===== src/core/arc_pkg.sv =====
// Package: widths, register map, field positions and reset values of the range control block
package arc_pkg;
    localparam int SMP_W  = 16;                    // Converter sample width
    localparam int MAG_W  = SMP_W + 1;             // Magnitude of a filtered sample
    localparam int INT_W  = 16;                    // Integration length field
    localparam int SUM_W  = MAG_W + INT_W;         // Integrator, no overflow at 65536 samples
    localparam int ACC_W  = 16;                    // Attenuation accumulator
    localparam int STEP_W = 14;                    // Step amounts, two codes at most
    localparam int CODE_W = 3;                     // Attenuation code, 6 dB per count
    localparam int LUT_N  = 8;
    localparam int LUT_W  = 8;
    localparam int DLY_N  = 256;                   // Gain delay taps
    localparam int DLY_W  = 8;
    localparam int SHF_W  = SMP_W + LUT_N - 1;     // Shifter output, up to 7 bits of gain
    localparam int ADDR_W = 8;

    // Register byte offsets
    localparam logic [ADDR_W-1:0] A_CTRL       = 8'h00;
    localparam logic [ADDR_W-1:0] A_IMM_THR    = 8'h04;
    localparam logic [ADDR_W-1:0] A_HOLDOFF    = 8'h08;
    localparam logic [ADDR_W-1:0] A_IMM_STEP   = 8'h0c;
    localparam logic [ADDR_W-1:0] A_UPPER_STEP = 8'h10;
    localparam logic [ADDR_W-1:0] A_LOWER_STEP = 8'h14;
    localparam logic [ADDR_W-1:0] A_BIAS       = 8'h18;
    localparam logic [ADDR_W-1:0] A_THR_UPPER  = 8'h1c;
    localparam logic [ADDR_W-1:0] A_THR_LOWER  = 8'h20;
    localparam logic [ADDR_W-1:0] A_INT_LEN    = 8'h24;
    localparam logic [ADDR_W-1:0] A_LIM_HI     = 8'h28;
    localparam logic [ADDR_W-1:0] A_LIM_LO     = 8'h2c;
    localparam logic [ADDR_W-1:0] A_DELAY      = 8'h30;
    localparam logic [ADDR_W-1:0] A_ACCUM      = 8'h34;
    localparam logic [ADDR_W-1:0] A_DC         = 8'h38;
    localparam logic [ADDR_W-1:0] A_AVG        = 8'h3c;
    localparam logic [ADDR_W-1:0] A_STATUS     = 8'h40;
    localparam logic [2:0]        A_LUT_PAGE   = 3'h3;   // 0x60..0x7c, paddr[7:5]

    // Field positions
    localparam int CTRL_BIAS_EN = 0;
    localparam int CTRL_SHIFT   = 8;
    localparam int SHIFT_W      = 5;
    localparam int ST_HOLD      = 0;
    localparam int ST_CODE      = 4;
    localparam int ST_GAIN      = 8;

    typedef struct packed {
        logic               bias_en;
        logic [SHIFT_W-1:0] avg_shift;
        logic [SMP_W-1:0]   imm_thr;
        logic [INT_W-1:0]   holdoff;
        logic [STEP_W-1:0]  immediate_step;
        logic [STEP_W-1:0]  upper_step;
        logic [STEP_W-1:0]  lower_step;
        logic [SMP_W-1:0]   bias;
        logic [SMP_W-1:0]   thr_upper;
        logic [SMP_W-1:0]   thr_lower;
        logic [INT_W-1:0]   int_len;
        logic [ACC_W-1:0]   lim_hi;
        logic [ACC_W-1:0]   lim_lo;
        logic [DLY_W-1:0]   delay;
    } arc_cfg_s;

    localparam arc_cfg_s CFG_RST = '{
        bias_en:        1'b0,
        avg_shift:      5'h08,
        imm_thr:        16'h7000,
        holdoff:        16'h0010,
        immediate_step: 14'h2000,
        upper_step:     14'h0400,
        lower_step:     14'h0400,
        bias:           16'h0000,
        thr_upper:      16'h4000,
        thr_lower:      16'h0400,
        int_len:        16'h00ff,
        lim_hi:         16'hffff,
        lim_lo:         16'h0000,
        delay:          8'h00
    };

    localparam logic [LUT_N*LUT_W-1:0] LUT_RST = 64'h0706050403020100;
endpackage


===== src/core/arc_range_ctrl.sv =====
// Range control loop: detectors, attenuation accumulator, gain delay and APB registers
`timescale 1ns/1ps

//
// What this block does
// - Every sample magnitude is compared to an immediate threshold; above it raises attenuation.
// - Immediate detector wins over averaged decisions in the same cycle.
// - After an immediate crossing, further crossings are ignored for a hold-off count.
// - Immediate crossing adds its own programmable step, usually one code (6.02 dB).
// - Averaged path removes DC offset with a high-pass filter before magnitude.
// - Integrate-and-dump over 2 to 65536 samples, sum cleared at each dump.
// - Dumped sum is scaled down by a programmable power of two.
// - Upper and lower comparisons happen only when a period ends.
// - Average above upper threshold adds the upper step.
// - Average below lower threshold subtracts the lower step.
// - Average between thresholds adds a signed bias, which can be disabled.
// - Bias sign bit is extended across the accumulator width.
// - Step amounts are 14 bits, at most two codes (12 dB).
// - Accumulator is clamped to programmable upper and lower limits every update.
// - Only the top accumulator bits steer attenuation; low bits filter decisions.
// - Three top bits give 0 to 42 dB in 6 dB steps.
// - Code drives a left shift on the samples, 6 dB gain per count.
// - Shifter gain code is delayed 1 to 256 clocks.
// - Code indexes an 8-entry, 8-bit table that drives the attenuator bus.
// - Host may write the accumulator and read accumulator, DC offset and average.
module arc_range_ctrl #(
    parameter int DC_K = 10
) (
    input  wire logic                          pclk,
    input  wire logic                          presetn,
    input  wire logic                          psel,
    input  wire logic                          penable,
    input  wire logic                          pwrite,
    input  wire logic [arc_pkg::ADDR_W-1:0]    paddr,
    input  wire logic [31:0]                   pwdata,
    output logic [31:0]                        prdata,
    output logic                               pready,
    output logic                               pslverr,
    input  wire logic [arc_pkg::SMP_W-1:0]     adc_sample,
    output logic [arc_pkg::LUT_W-1:0]          atten_ctrl_bus,
    output logic [arc_pkg::CODE_W-1:0]         gain_code,
    output logic [arc_pkg::SHF_W-1:0]          shifted_sample
);
    import arc_pkg::*;

    localparam int DC_W = SMP_W + DC_K;

    // The filter corner needs a few bits below the sample and must not overflow the integrator
    if (DC_K < 2 || DC_K > 16) begin : g_chk
        $error("arc_range_ctrl: DC_K must lie in 2..16");
    end

    logic [SMP_W-1:0]               adc_s1;
    logic [SMP_W-1:0]               adc_s2;
    arc_cfg_s                       cfg;
    arc_cfg_s                       next_cfg;
    logic [LUT_N-1:0][LUT_W-1:0]    lut;
    logic [LUT_N-1:0][LUT_W-1:0]    next_lut;
    logic [31:0]                    next_prdata;
    logic [31:0]                    rd_val;
    logic                           mapped;
    logic                           wr;
    logic                           acc_wr;
    logic signed [DC_W-1:0]         dc_acc;
    logic signed [DC_W-1:0]         next_dc_acc;
    logic [SMP_W-1:0]               dc_val;
    logic signed [MAG_W-1:0]        x_ext;
    logic signed [MAG_W-1:0]        hp;
    logic [MAG_W-1:0]               mag_imm;
    logic [MAG_W-1:0]               mag_avg;
    logic [SUM_W-1:0]               int_sum;
    logic [SUM_W-1:0]               next_int_sum;
    logic [SUM_W-1:0]               dump;
    logic [SUM_W-1:0]               scaled;
    logic [INT_W-1:0]               int_cnt;
    logic [INT_W-1:0]               next_int_cnt;
    logic [INT_W-1:0]               int_last;
    logic                           period_end;
    logic [SMP_W-1:0]               avg_now;
    logic [SMP_W-1:0]               avg;
    logic [SMP_W-1:0]               next_avg;
    logic [INT_W-1:0]               hold_cnt;
    logic [INT_W-1:0]               next_hold_cnt;
    logic                           imm_hit;
    logic signed [ACC_W+1:0]        delta;
    logic signed [ACC_W+1:0]        acc_sum;
    logic [ACC_W-1:0]               acc;
    logic [ACC_W-1:0]               next_acc;
    logic [CODE_W-1:0]              code;
    logic [DLY_N-1:0][CODE_W-1:0]   dline;
    logic [DLY_N-1:0][CODE_W-1:0]   next_dline;
    logic [LUT_W-1:0]               next_atten;
    logic [SHF_W-1:0]               next_shifted;

    ////////////////////////////////////////////////////////////////////////////
    // Converter input
    ////////////////////////////////////////////////////////////////////////////

    // Two stages before any logic; the bus comes from the converter's own timing
    always_ff @(posedge pclk or negedge presetn) begin
        if (!presetn) begin
            adc_s1 <= '0;
            adc_s2 <= '0;
        end else begin
            adc_s1 <= adc_sample;
            adc_s2 <= adc_s1;
        end
    end

    ////////////////////////////////////////////////////////////////////////////
    // APB slave
    ////////////////////////////////////////////////////////////////////////////

    // Zero wait states: read data is captured in the setup cycle
    assign pready  = 1'b1;
    assign wr      = psel && penable && pwrite;
    assign acc_wr  = wr && (paddr == A_ACCUM);
    assign pslverr = psel && penable && !mapped;

    // Read decode, also tells which offsets exist
    always_comb begin
        rd_val = '0;
        mapped = 1'b1;
        if (paddr == A_CTRL) begin
            rd_val[CTRL_BIAS_EN]                 = cfg.bias_en;
            rd_val[CTRL_SHIFT +: SHIFT_W]        = cfg.avg_shift;
        end else if (paddr == A_IMM_THR) begin
            rd_val[SMP_W-1:0] = cfg.imm_thr;
        end else if (paddr == A_HOLDOFF) begin
            rd_val[INT_W-1:0] = cfg.holdoff;
        end else if (paddr == A_IMM_STEP) begin
            rd_val[STEP_W-1:0] = cfg.immediate_step;
        end else if (paddr == A_UPPER_STEP) begin
            rd_val[STEP_W-1:0] = cfg.upper_step;
        end else if (paddr == A_LOWER_STEP) begin
            rd_val[STEP_W-1:0] = cfg.lower_step;
        end else if (paddr == A_BIAS) begin
            rd_val[SMP_W-1:0] = cfg.bias;
        end else if (paddr == A_THR_UPPER) begin
            rd_val[SMP_W-1:0] = cfg.thr_upper;
        end else if (paddr == A_THR_LOWER) begin
            rd_val[SMP_W-1:0] = cfg.thr_lower;
        end else if (paddr == A_INT_LEN) begin
            rd_val[INT_W-1:0] = cfg.int_len;
        end else if (paddr == A_LIM_HI) begin
            rd_val[ACC_W-1:0] = cfg.lim_hi;
        end else if (paddr == A_LIM_LO) begin
            rd_val[ACC_W-1:0] = cfg.lim_lo;
        end else if (paddr == A_DELAY) begin
            rd_val[DLY_W-1:0] = cfg.delay;
        end else if (paddr == A_ACCUM) begin
            rd_val[ACC_W-1:0] = acc;
        end else if (paddr == A_DC) begin
            rd_val[SMP_W-1:0] = dc_val;
        end else if (paddr == A_AVG) begin
            rd_val[SMP_W-1:0] = avg;
        end else if (paddr == A_STATUS) begin
            rd_val[ST_HOLD]              = (hold_cnt != '0);
            rd_val[ST_CODE +: CODE_W]    = code;
            rd_val[ST_GAIN +: CODE_W]    = gain_code;
        end else if (paddr[7:5] == A_LUT_PAGE && paddr[1:0] == 2'b00) begin
            rd_val[LUT_W-1:0] = lut[paddr[4:2]];
        end else begin
            mapped = 1'b0;
        end
    end

    // Register writes; read-only offsets ignore writes
    always_comb begin
        next_cfg    = cfg;
        next_lut    = lut;
        next_prdata = (psel && !penable) ? rd_val : prdata;
        if (wr) begin
            if (paddr == A_CTRL) begin
                next_cfg.bias_en   = pwdata[CTRL_BIAS_EN];
                next_cfg.avg_shift = pwdata[CTRL_SHIFT +: SHIFT_W];
            end else if (paddr == A_IMM_THR) begin
                next_cfg.imm_thr = pwdata[SMP_W-1:0];
            end else if (paddr == A_HOLDOFF) begin
                next_cfg.holdoff = pwdata[INT_W-1:0];
            end else if (paddr == A_IMM_STEP) begin
                next_cfg.immediate_step = pwdata[STEP_W-1:0];
            end else if (paddr == A_UPPER_STEP) begin
                next_cfg.upper_step = pwdata[STEP_W-1:0];
            end else if (paddr == A_LOWER_STEP) begin
                next_cfg.lower_step = pwdata[STEP_W-1:0];
            end else if (paddr == A_BIAS) begin
                next_cfg.bias = pwdata[SMP_W-1:0];
            end else if (paddr == A_THR_UPPER) begin
                next_cfg.thr_upper = pwdata[SMP_W-1:0];
            end else if (paddr == A_THR_LOWER) begin
                next_cfg.thr_lower = pwdata[SMP_W-1:0];
            end else if (paddr == A_INT_LEN) begin
                next_cfg.int_len = pwdata[INT_W-1:0];
            end else if (paddr == A_LIM_HI) begin
                next_cfg.lim_hi = pwdata[ACC_W-1:0];
            end else if (paddr == A_LIM_LO) begin
                next_cfg.lim_lo = pwdata[ACC_W-1:0];
            end else if (paddr == A_DELAY) begin
                next_cfg.delay = pwdata[DLY_W-1:0];
            end else if (paddr[7:5] == A_LUT_PAGE && paddr[1:0] == 2'b00) begin
                next_lut[paddr[4:2]] = pwdata[LUT_W-1:0];
            end
        end
    end

    always_ff @(posedge pclk or negedge presetn) begin
        if (!presetn) begin
            cfg    <= CFG_RST;
            lut    <= LUT_RST;
            prdata <= '0;
        end else begin
            cfg    <= next_cfg;
            lut    <= next_lut;
            prdata <= next_prdata;
        end
    end

    ////////////////////////////////////////////////////////////////////////////
    // Detectors
    ////////////////////////////////////////////////////////////////////////////

    // Magnitudes; one extra bit so the most negative sample does not wrap
    always_comb begin
        x_ext   = $signed({adc_s2[SMP_W-1], adc_s2});
        mag_imm = x_ext[MAG_W-1] ? MAG_W'(-x_ext) : MAG_W'(x_ext);
        dc_val  = dc_acc[DC_W-1 -: SMP_W];
        hp      = x_ext - $signed({dc_val[SMP_W-1], dc_val});
        mag_avg = hp[MAG_W-1] ? MAG_W'(-hp) : MAG_W'(hp);
    end

    // Leaky DC estimate; corner set by DC_K, slow enough to pass the signal
    always_comb begin
        next_dc_acc = dc_acc + DC_W'(hp);
    end

    // Integrate and dump; a length field of 0 still gives two samples
    always_comb begin
        int_last     = (cfg.int_len == '0) ? INT_W'(1) : cfg.int_len;
        period_end   = (int_cnt >= int_last);
        dump         = int_sum + SUM_W'(mag_avg);
        next_int_sum = period_end ? '0 : dump;
        next_int_cnt = period_end ? '0 : int_cnt + INT_W'(1);
        scaled       = dump >> cfg.avg_shift;
        avg_now      = (|scaled[SUM_W-1:SMP_W]) ? '1 : scaled[SMP_W-1:0];
        next_avg     = period_end ? avg_now : avg;
    end

    // Hold-off: immediate detector sleeps while the counter runs
    always_comb begin
        imm_hit = (mag_imm > MAG_W'(cfg.imm_thr)) && (hold_cnt == '0);
        if (imm_hit) begin
            next_hold_cnt = cfg.holdoff;
        end else if (hold_cnt != '0) begin
            next_hold_cnt = hold_cnt - INT_W'(1);
        end else begin
            next_hold_cnt = '0;
        end
    end

    always_ff @(posedge pclk or negedge presetn) begin
        if (!presetn) begin
            dc_acc   <= '0;
            int_sum  <= '0;
            int_cnt  <= '0;
            avg      <= '0;
            hold_cnt <= '0;
        end else begin
            dc_acc   <= next_dc_acc;
            int_sum  <= next_int_sum;
            int_cnt  <= next_int_cnt;
            avg      <= next_avg;
            hold_cnt <= next_hold_cnt;
        end
    end

    ////////////////////////////////////////////////////////////////////////////
    // Attenuation accumulator
    ////////////////////////////////////////////////////////////////////////////

    // Immediate crossing first, averaged decisions only at period end
    always_comb begin
        delta = '0;
        if (imm_hit) begin
            delta = $signed({4'h0, cfg.immediate_step});
        end else if (period_end) begin
            if (avg_now > cfg.thr_upper) begin
                delta = $signed({4'h0, cfg.upper_step});
            end else if (avg_now < cfg.thr_lower) begin
                delta = -$signed({4'h0, cfg.lower_step});
            end else if (cfg.bias_en) begin
                delta = $signed({{2{cfg.bias[SMP_W-1]}}, cfg.bias});
            end
        end
    end

    // Host load wins over detectors; result always clamped, never wraps
    always_comb begin
        if (acc_wr) begin
            acc_sum = $signed({2'b00, pwdata[ACC_W-1:0]});
        end else begin
            acc_sum = $signed({2'b00, acc}) + delta;
        end
        if (acc_sum > $signed({2'b00, cfg.lim_hi})) begin
            next_acc = cfg.lim_hi;
        end else if (acc_sum < $signed({2'b00, cfg.lim_lo})) begin
            next_acc = cfg.lim_lo;
        end else begin
            next_acc = acc_sum[ACC_W-1:0];
        end
    end

    always_ff @(posedge pclk or negedge presetn) begin
        if (!presetn) begin
            acc <= '0;
        end else begin
            acc <= next_acc;
        end
    end

    ////////////////////////////////////////////////////////////////////////////
    // Attenuator bus, gain delay and shifter
    ////////////////////////////////////////////////////////////////////////////

    // Low bits are a filter; only the top three steer anything
    assign code = acc[ACC_W-1 -: CODE_W];

    // Delay tap N-1 gives N clocks from accumulator change to shifter
    assign gain_code = dline[cfg.delay];

    always_comb begin
        next_dline   = {dline[DLY_N-2:0], code};
        next_atten   = lut[code];
        next_shifted = SHF_W'($signed(adc_s2)) << gain_code;
    end

    always_ff @(posedge pclk or negedge presetn) begin
        if (!presetn) begin
            dline          <= '0;
            atten_ctrl_bus <= '0;
            shifted_sample <= '0;
        end else begin
            dline          <= next_dline;
            atten_ctrl_bus <= next_atten;
            shifted_sample <= next_shifted;
        end
    end
endmodule


===== config.mk =====
export PLATFORM = sky130hd
export DESIGN_NAME = arc_range_ctrl
export DESIGN_NICKNAME = d
export VERILOG_FILES = /design/src/core/arc_pkg.sv /design/src/core/arc_range_ctrl.sv
export SDC_FILE = /design/constraint.sdc
export NUM_CORES = 2
export LEC_CHECK = 0
export BUFFER_PORTS_ARGS = -buffer_cell sky130_fd_sc_hd__buf_2
export CAP_MARGIN = 20
export CORE_MARGIN = 5
export CORE_UTILIZATION = 35
export CTS_BUF_LIST = sky130_fd_sc_hd__clkbuf_2
export CTS_CLUSTER_SIZE = 14
export DETAILED_ROUTE_END_ITERATION = 10
export GPL_TIMING_DRIVEN = 0
export PLACE_DENSITY = 0.61
export SLEW_MARGIN = 30
export SYNTH_ARGS = -nofsm -noshare
export SYNTH_HDL_FRONTEND = slang
export SYNTH_SLANG_ARGS = --single-unit

===== constraint.sdc =====
create_clock -name pclk -period 15.4 [get_ports pclk]
set_input_delay 4.62 -clock pclk [delete_from_list [all_inputs] [get_ports pclk]]
set_output_delay 4.62 -clock pclk [all_outputs]
set_load 0.02 [all_outputs]

Word-level counts from Yosys, hierarchy flattened
Cells that the tools add are included.
{"block": "classes", "addsub": 9, "n_lt_le_gt_ge": 10, "n_eq_ne": 17, "shift": 2, "n_mux": 90, "n_bitwise": 13, "n_reduce_logical": 30}
{"operator": "$mux 16", "count": 17}
{"operator": "$mux 8", "count": 23}
{"operator": "$mux 18", "count": 6}
{"operator": "$bwmux 64", "count": 1}
{"operator": "$eq 8x6->1 const B", "count": 8}
{"operator": "$bmux 8 s3", "count": 2}
{"operator": "$mux 14", "count": 3}
{"operator": "$mux 17", "count": 2}
{"operator": "$add 33x17->33", "count": 1}
{"operator": "$mux 33", "count": 1}
{"operator": "$shr 33x5->33", "count": 1}
{"operator": "$eq 8x5->1 const B", "count": 4}
{"operator": "$logic_not 16->1", "count": 2}
{"operator": "$add 26x17->26", "count": 1}
{"operator": "$bmux 3 s8", "count": 1}
{"operator": "$demux 8 s3", "count": 1}
{"operator": "$shl 23x3->23", "count": 1}
{"operator": "$mux 1", "count": 21}
{"operator": "$add 17x18->18", "count": 1}
{"operator": "$gt 18x17->1", "count": 1}
{"operator": "$lt 18x17->1", "count": 1}
{"operator": "$neg 14->18", "count": 1}
{"operator": "$gt 17x16->1", "count": 1}
{"operator": "$neg 16->17", "count": 1}
{"operator": "40 further kinds", "count": 69}
{"block": "totals", "ff_bits": 1218, "output_inout_bits": 68, "wordCells": 460}

Longest topological paths before layout
{"block": "logic_depth", "depth_word": 37, "mapped_depth": 80}

Worst setup path before layout
No wires, ideal clock.
{"block": "synth_timing", "path_kind": "flip-flop to flip-flop", "start": "reg adc_s2[0]", "end": "reg acc[10]", "setup_ns": 0.126, "t_arrival_ns": 13.587, "required_time_ns": 15.274, "slack_ns": 1.687, "path_stages_with_launch": 76, "path_buffers": 6, "period_less_slack_ns": 13.713, "path_cell_list": "dfrtp_1 inv_1 ha_1 fa_1 nor2b_1 o21ai_0 a21boi_0 o21ai_0 a21boi_0 o21ai_0 a21boi_0 o21ai_0 a21boi_0 o21ai_0 a21boi_0 o21ai_0 a21oi_1 o31a_1 (+40 left out) o21ai_0 a21boi_0 o21ai_0 a21boi_0 o21ai_0 a21oi_1 a31oi_1 xnor2_1 a21oi_1 ha_1 nand4_1 nor2_1 a221oi_1 a41oi_1 nor2b_1 nor2b_1 buf_2 a221o_1"}
{"block": "synth_between", "elab_chain_cells": 17}
{"item": "start, declared", "line_no": "arc_range_ctrl.sv:54", "text": "logic [SMP_W-1:0] adc_s2;"}
{"item": "start signal, assigned", "line_no": "arc_range_ctrl.sv:106", "text": "adc_s2 <= adc_s1;"}
{"item": "$sub 16x16->17 *", "line_no": "arc_range_ctrl.sv:228", "text": "hp = x_ext - $signed({dc_val[SMP_W-1], dc_val});"}
{"item": "$neg 17->17", "line_no": "arc_range_ctrl.sv:229", "text": "mag_avg = hp[MAG_W-1] ? MAG_W'(-hp) : MAG_W'(hp);"}
{"item": "$mux 17 *", "line_no": "arc_range_ctrl.sv:229"}
{"item": "$add 33x17->33 *", "line_no": "arc_range_ctrl.sv:241", "text": "dump = int_sum + SUM_W'(mag_avg);"}
{"item": "$shr 33x5->33 *", "line_no": "arc_range_ctrl.sv:244", "text": "scaled = dump >> cfg.avg_shift;"}
{"item": "$reduce_or 17->1", "line_no": "arc_range_ctrl.sv:245", "text": "avg_now = (|scaled[SUM_W-1:SMP_W]) ? '1 : scaled[SMP_W-1:0];"}
{"item": "$mux 16 *", "line_no": "arc_range_ctrl.sv:245"}
{"item": "named net avg_now[2]", "line_no": "arc_range_ctrl.sv:79", "text": "logic [SMP_W-1:0] avg_now;"}
{"item": "(+3 left out)"}
{"item": "$mux 18 *", "line_no": "arc_range_ctrl.sv:286", "text": "end else if (period_end) begin"}
{"item": "$mux 18 *", "line_no": "arc_range_ctrl.sv:284", "text": "if (imm_hit) begin"}
{"item": "$add 17x18->18 *", "line_no": "arc_range_ctrl.sv:302", "text": "acc_sum = $signed({2'b00, acc}) + delta;"}
{"item": "$mux 18 *", "line_no": "arc_range_ctrl.sv:299", "text": "if (acc_wr) begin"}
{"item": "$lt 18x17->1", "line_no": "arc_range_ctrl.sv:306", "text": "end else if (acc_sum < $signed({2'b00, cfg.lim_lo})) begin"}
{"item": "$mux 16", "line_no": "arc_range_ctrl.sv:306"}
{"item": "$mux 16 *", "line_no": "arc_range_ctrl.sv:304", "text": "if (acc_sum > $signed({2'b00, cfg.lim_hi})) begin"}
{"item": "named net next_acc[10]", "line_no": "arc_range_ctrl.sv:88", "text": "logic [ACC_W-1:0] next_acc;"}
{"item": "end signal, assigned", "line_no": "arc_range_ctrl.sv:317", "text": "acc <= next_acc;"}
{"item": "end, declared", "line_no": "arc_range_ctrl.sv:87", "text": "logic [ACC_W-1:0] acc;"}
Mark *: on every way through the listed nets, which the timed path passes. The rest lies on a longest branch.
A chain may end at the register's enable or synchronous reset.

Worst setup path after layout
{"block": "layout_timing", "start": "reg adc_s2[0]", "end": "reg acc[1]"}
The elaborated chain is that of the path after synthesis.

==> flow_summary.toml <==
[finish]
layout-drive-gt1-share_pct = 30.7
area.growth.synth_to_final_pct = 12.5
final_util_pct = 39.5
nets = 4742
nFillCells = 14895

[logic_synthesis]
ys_types = 99
yosysTopAreaCellShare_pct = 53.7
syn_avg_cell_area_um2 = 13.6
ys_top_cells_by_count = "dfrtp_1, mux4_2, mux2_2, nor2_1"
synth_edf_count = 0
synthArstFlopShare_pct = 100
synth-seq-area-share_pct = 55.9
yosys-top-cells-area = "dfrtp_1, mux4_2, mux2_2, ha_1, dfstp_2"
synth_seq_cells = 1218
ys.flop_type = "dfrtp_1"
synthesis.area_mm2 = 0.0547
post_synth_inst_count = 4030
yosys.cell_count.top_type = "dfrtp_1"
yosys.area.top_type = "dfrtp_1"
ys_warn_count = 0

[routing]
detail_route.wl_per_cell_um = 24.2
num_vias = 37230
dr.first_iter.drc_count = 3499
dr.pass1.iters = 8
routed_wl_um = 164000
viasPerCell = 5.50
drcViolationCount = 0
ant_nets = 0

[timing]
min_period_ns = 14.91
drv_slew = 0
worst_pin_slew_ns = 1.15
tns_ns = 0
finalHoldViolCount = 0
finalCritPeriodShare_pct = 96.8
max_slew_margin_pct = 23.3
fmax_mhz = 67.0
clock_skew_ns = 0.121
whs_ns = 0.255
setup_viol = 0

[critical_path]
regToRegSetupSlack_ns = 0.49
path_max_fanout = 10
endpoint_kind = "flip-flop"
r2r-start = "adc_s2[0]"
crit_type = "reg -> reg"
cpMaxStageDelayCell = "dfrtp_2"
critPathMaxStageDelay_ns = 0.47
startpoint_type = "flip-flop"
crit_top_cell = "o21ai_1"
r2r-end = "acc[1]"
reg2regPathDepth = 73
crit_arrival_ns = 16.38
required_ns = 16.87

[job]
max_cap_viol_count = 0

[clocking]
cts.sink_count = 1218
numCtsBuffers = 326
h-tree-depth = 5
clockBufferDepth = 4
clock-root-buffer = "clkbuf_2"
hold_buffers = 0
tritoncts = "done"
clk_pin_slew_ns = 0.11
clkLatencyLatePin_ns = 1.70

[place]
portBuffers = 93
place_congestion = 0.977
place_hpwl_um = 116000

[floorplan]
rows = 145
start_util_pct = 35.1
die_x_um = 405
boundaryPins = 129
die_area_mm2 = 0.164
fp.dieH_um = 405
coreArea_mm2 = 0.156

[global_route]
gr-total-overflow = 0
antenna_found_initial = 6
grt_max_degree = 133
grt_pass1_wl_um = 247000
grt_usage_pct = 20.0
grt_pass1_vias = 38387

[hold_path]
worstHoldPathCells = 0
hold_path.class = "reg -> reg"
min_to = "dline[298]"
min-delay-start = "dline[295]"

[power_and_ir_drop]
power_uw = 13100
leakage_uw = 0.0287
p_per_area_mw_per_mm2 = 212
ir_worst_vdd_mv = 0.465

[run_status]
run_status = "finished clean"
report_power, final:
group | leakage, µW | switching (µW) | total (µW) | internal (µW)
clock | 0.00209 | 1330 | 2160 | 838
combinational | 0.0101 | 4410 | 7320 | 2910
sequential | 0.0165 | 154 | 3560 | 3410
total | 0.0287 | 5890 | 13100 | 7160
critical path: cells and delay by family (launching register included):
| kind | cells | cell delay, ns |
|---|---|---|
| xor+xnor | 3 | 0.69 |
| fa+ha+maj | 7 | 2.14 |
| flops | 1 | 0.47 |
| simple gates | 9 | 1.59 |
| buf+inv | 9 | 1.52 |
| compound gates | 45 | 8.36 |
cell families (layout without fill, tap and decap cells):
kind of cell	Yosys count	count (layout)	share of synthesized area, %
AO/OA/AOI/OAI	735	735	9.38
XOR/XNOR	118	118	1.89
adder cells (fa/ha/maj)	177	177	4.11
buffers and inverters	417	1076	3.07
flip-flops	1218	1218	55.9
multiplexers	645	645	19.3
other	2	25	0.0137
AND/OR/NAND/NOR	718	718	6.35
how the worst max path moves through the flow:
stage | from | to | slack, ns | depth (start not counted)
after global placement | presetn | lut[62] | -16.24 | 1
after detailed placement | adc_s2[0] | acc[13] | -3.07 | 75
after floorplan | adc_s2[0] | acc[10] | 1.69 | 75
after CTS | adc_s2[0] | acc[1] | 0.009 | 74
final | adc_s2[0] | acc[1] | 0.49 | 73
after global routing | dc_acc[12] | acc[0] | -0.08 | 72
per-layer routing:
layer / vias to the layer above / track usage, % / share of wire [%]
met3: 343 / 4.18 / 6.8
met5: - / 0 / 0.0067
met2: 1473 / 30.8 / 45
li1: 16032 / - / -
met4: 2 / 8.62 / 4.4
met1: 19380 / 27.5 / 43
placed cells by master (no fill, tap or decap), drive strengths merged, types with 21 or more instances in the layout:
cell and count:
and2 27, xor2 34, a21o 59, nor2 210, a211oi 28, a221oi 28, nor2b 27, a31oi 40
clkbuf 620, nand4 21, o21a 29, nand3 69, a21oi 134, nand2 177, nand2b 30, mux2i 54
inv 181, mux2 293, dfrtp 1172, and3 25, or3 24, nor4 27, o21ai 157, xnor2 84
mux4 298, nor3 40, clkinv 65, buf 207, o211ai 34, ha 173, dfstp 46
flip-flops by register name (all words and copies together), names as in the netlist, 23 cells and up:
name and flops:
dline 768, shifted_sample 23, dc_acc 26, int_sum 33, lut 64, cfg 184
layout make-up:
class | count | area [µm²] | share of cell area [%]
Sequential cell | 1218 | 30500 | 49.7
Multi-Input combinational cell | 2410 | 22900 | 37.3
Tap cell | 2058 | 2570 | 4.19
Clock buffer | 458 | 2290 | 3.73
Buffer | 237 | 1090 | 1.78
Timing Repair Buffer | 132 | 977 | 1.59
Inverter | 179 | 677 | 1.10
Clock inverter | 70 | 359 | 0.584
Antenna cell | 8 | 20.0 | 0.0326
what timing repair did:
action                                  in CTS  in global routing
resized for setup                           55                 75
setup buffers                               10                  9
pin swaps                                    8                 24
cloned                                       0                  1
hold endpoints to repair                     0                  0
endpoints found under the setup margin      16                 16
stage by stage:
stage / worst slack, ns / instance area [µm²] / std cells
CTS: 0.00881 / 61200 / 6753
global route: -0.0794 / 61500 / 6767
global placement: -16.24 / 57700 / 6196
floorplan: 1.69 / 54700 / 4045
detailed placement: -3.07 / 58200 / 6215
finish: 0.485 / 61500 / 6770
Note: power is estimated with default switching activity, not from simulation.
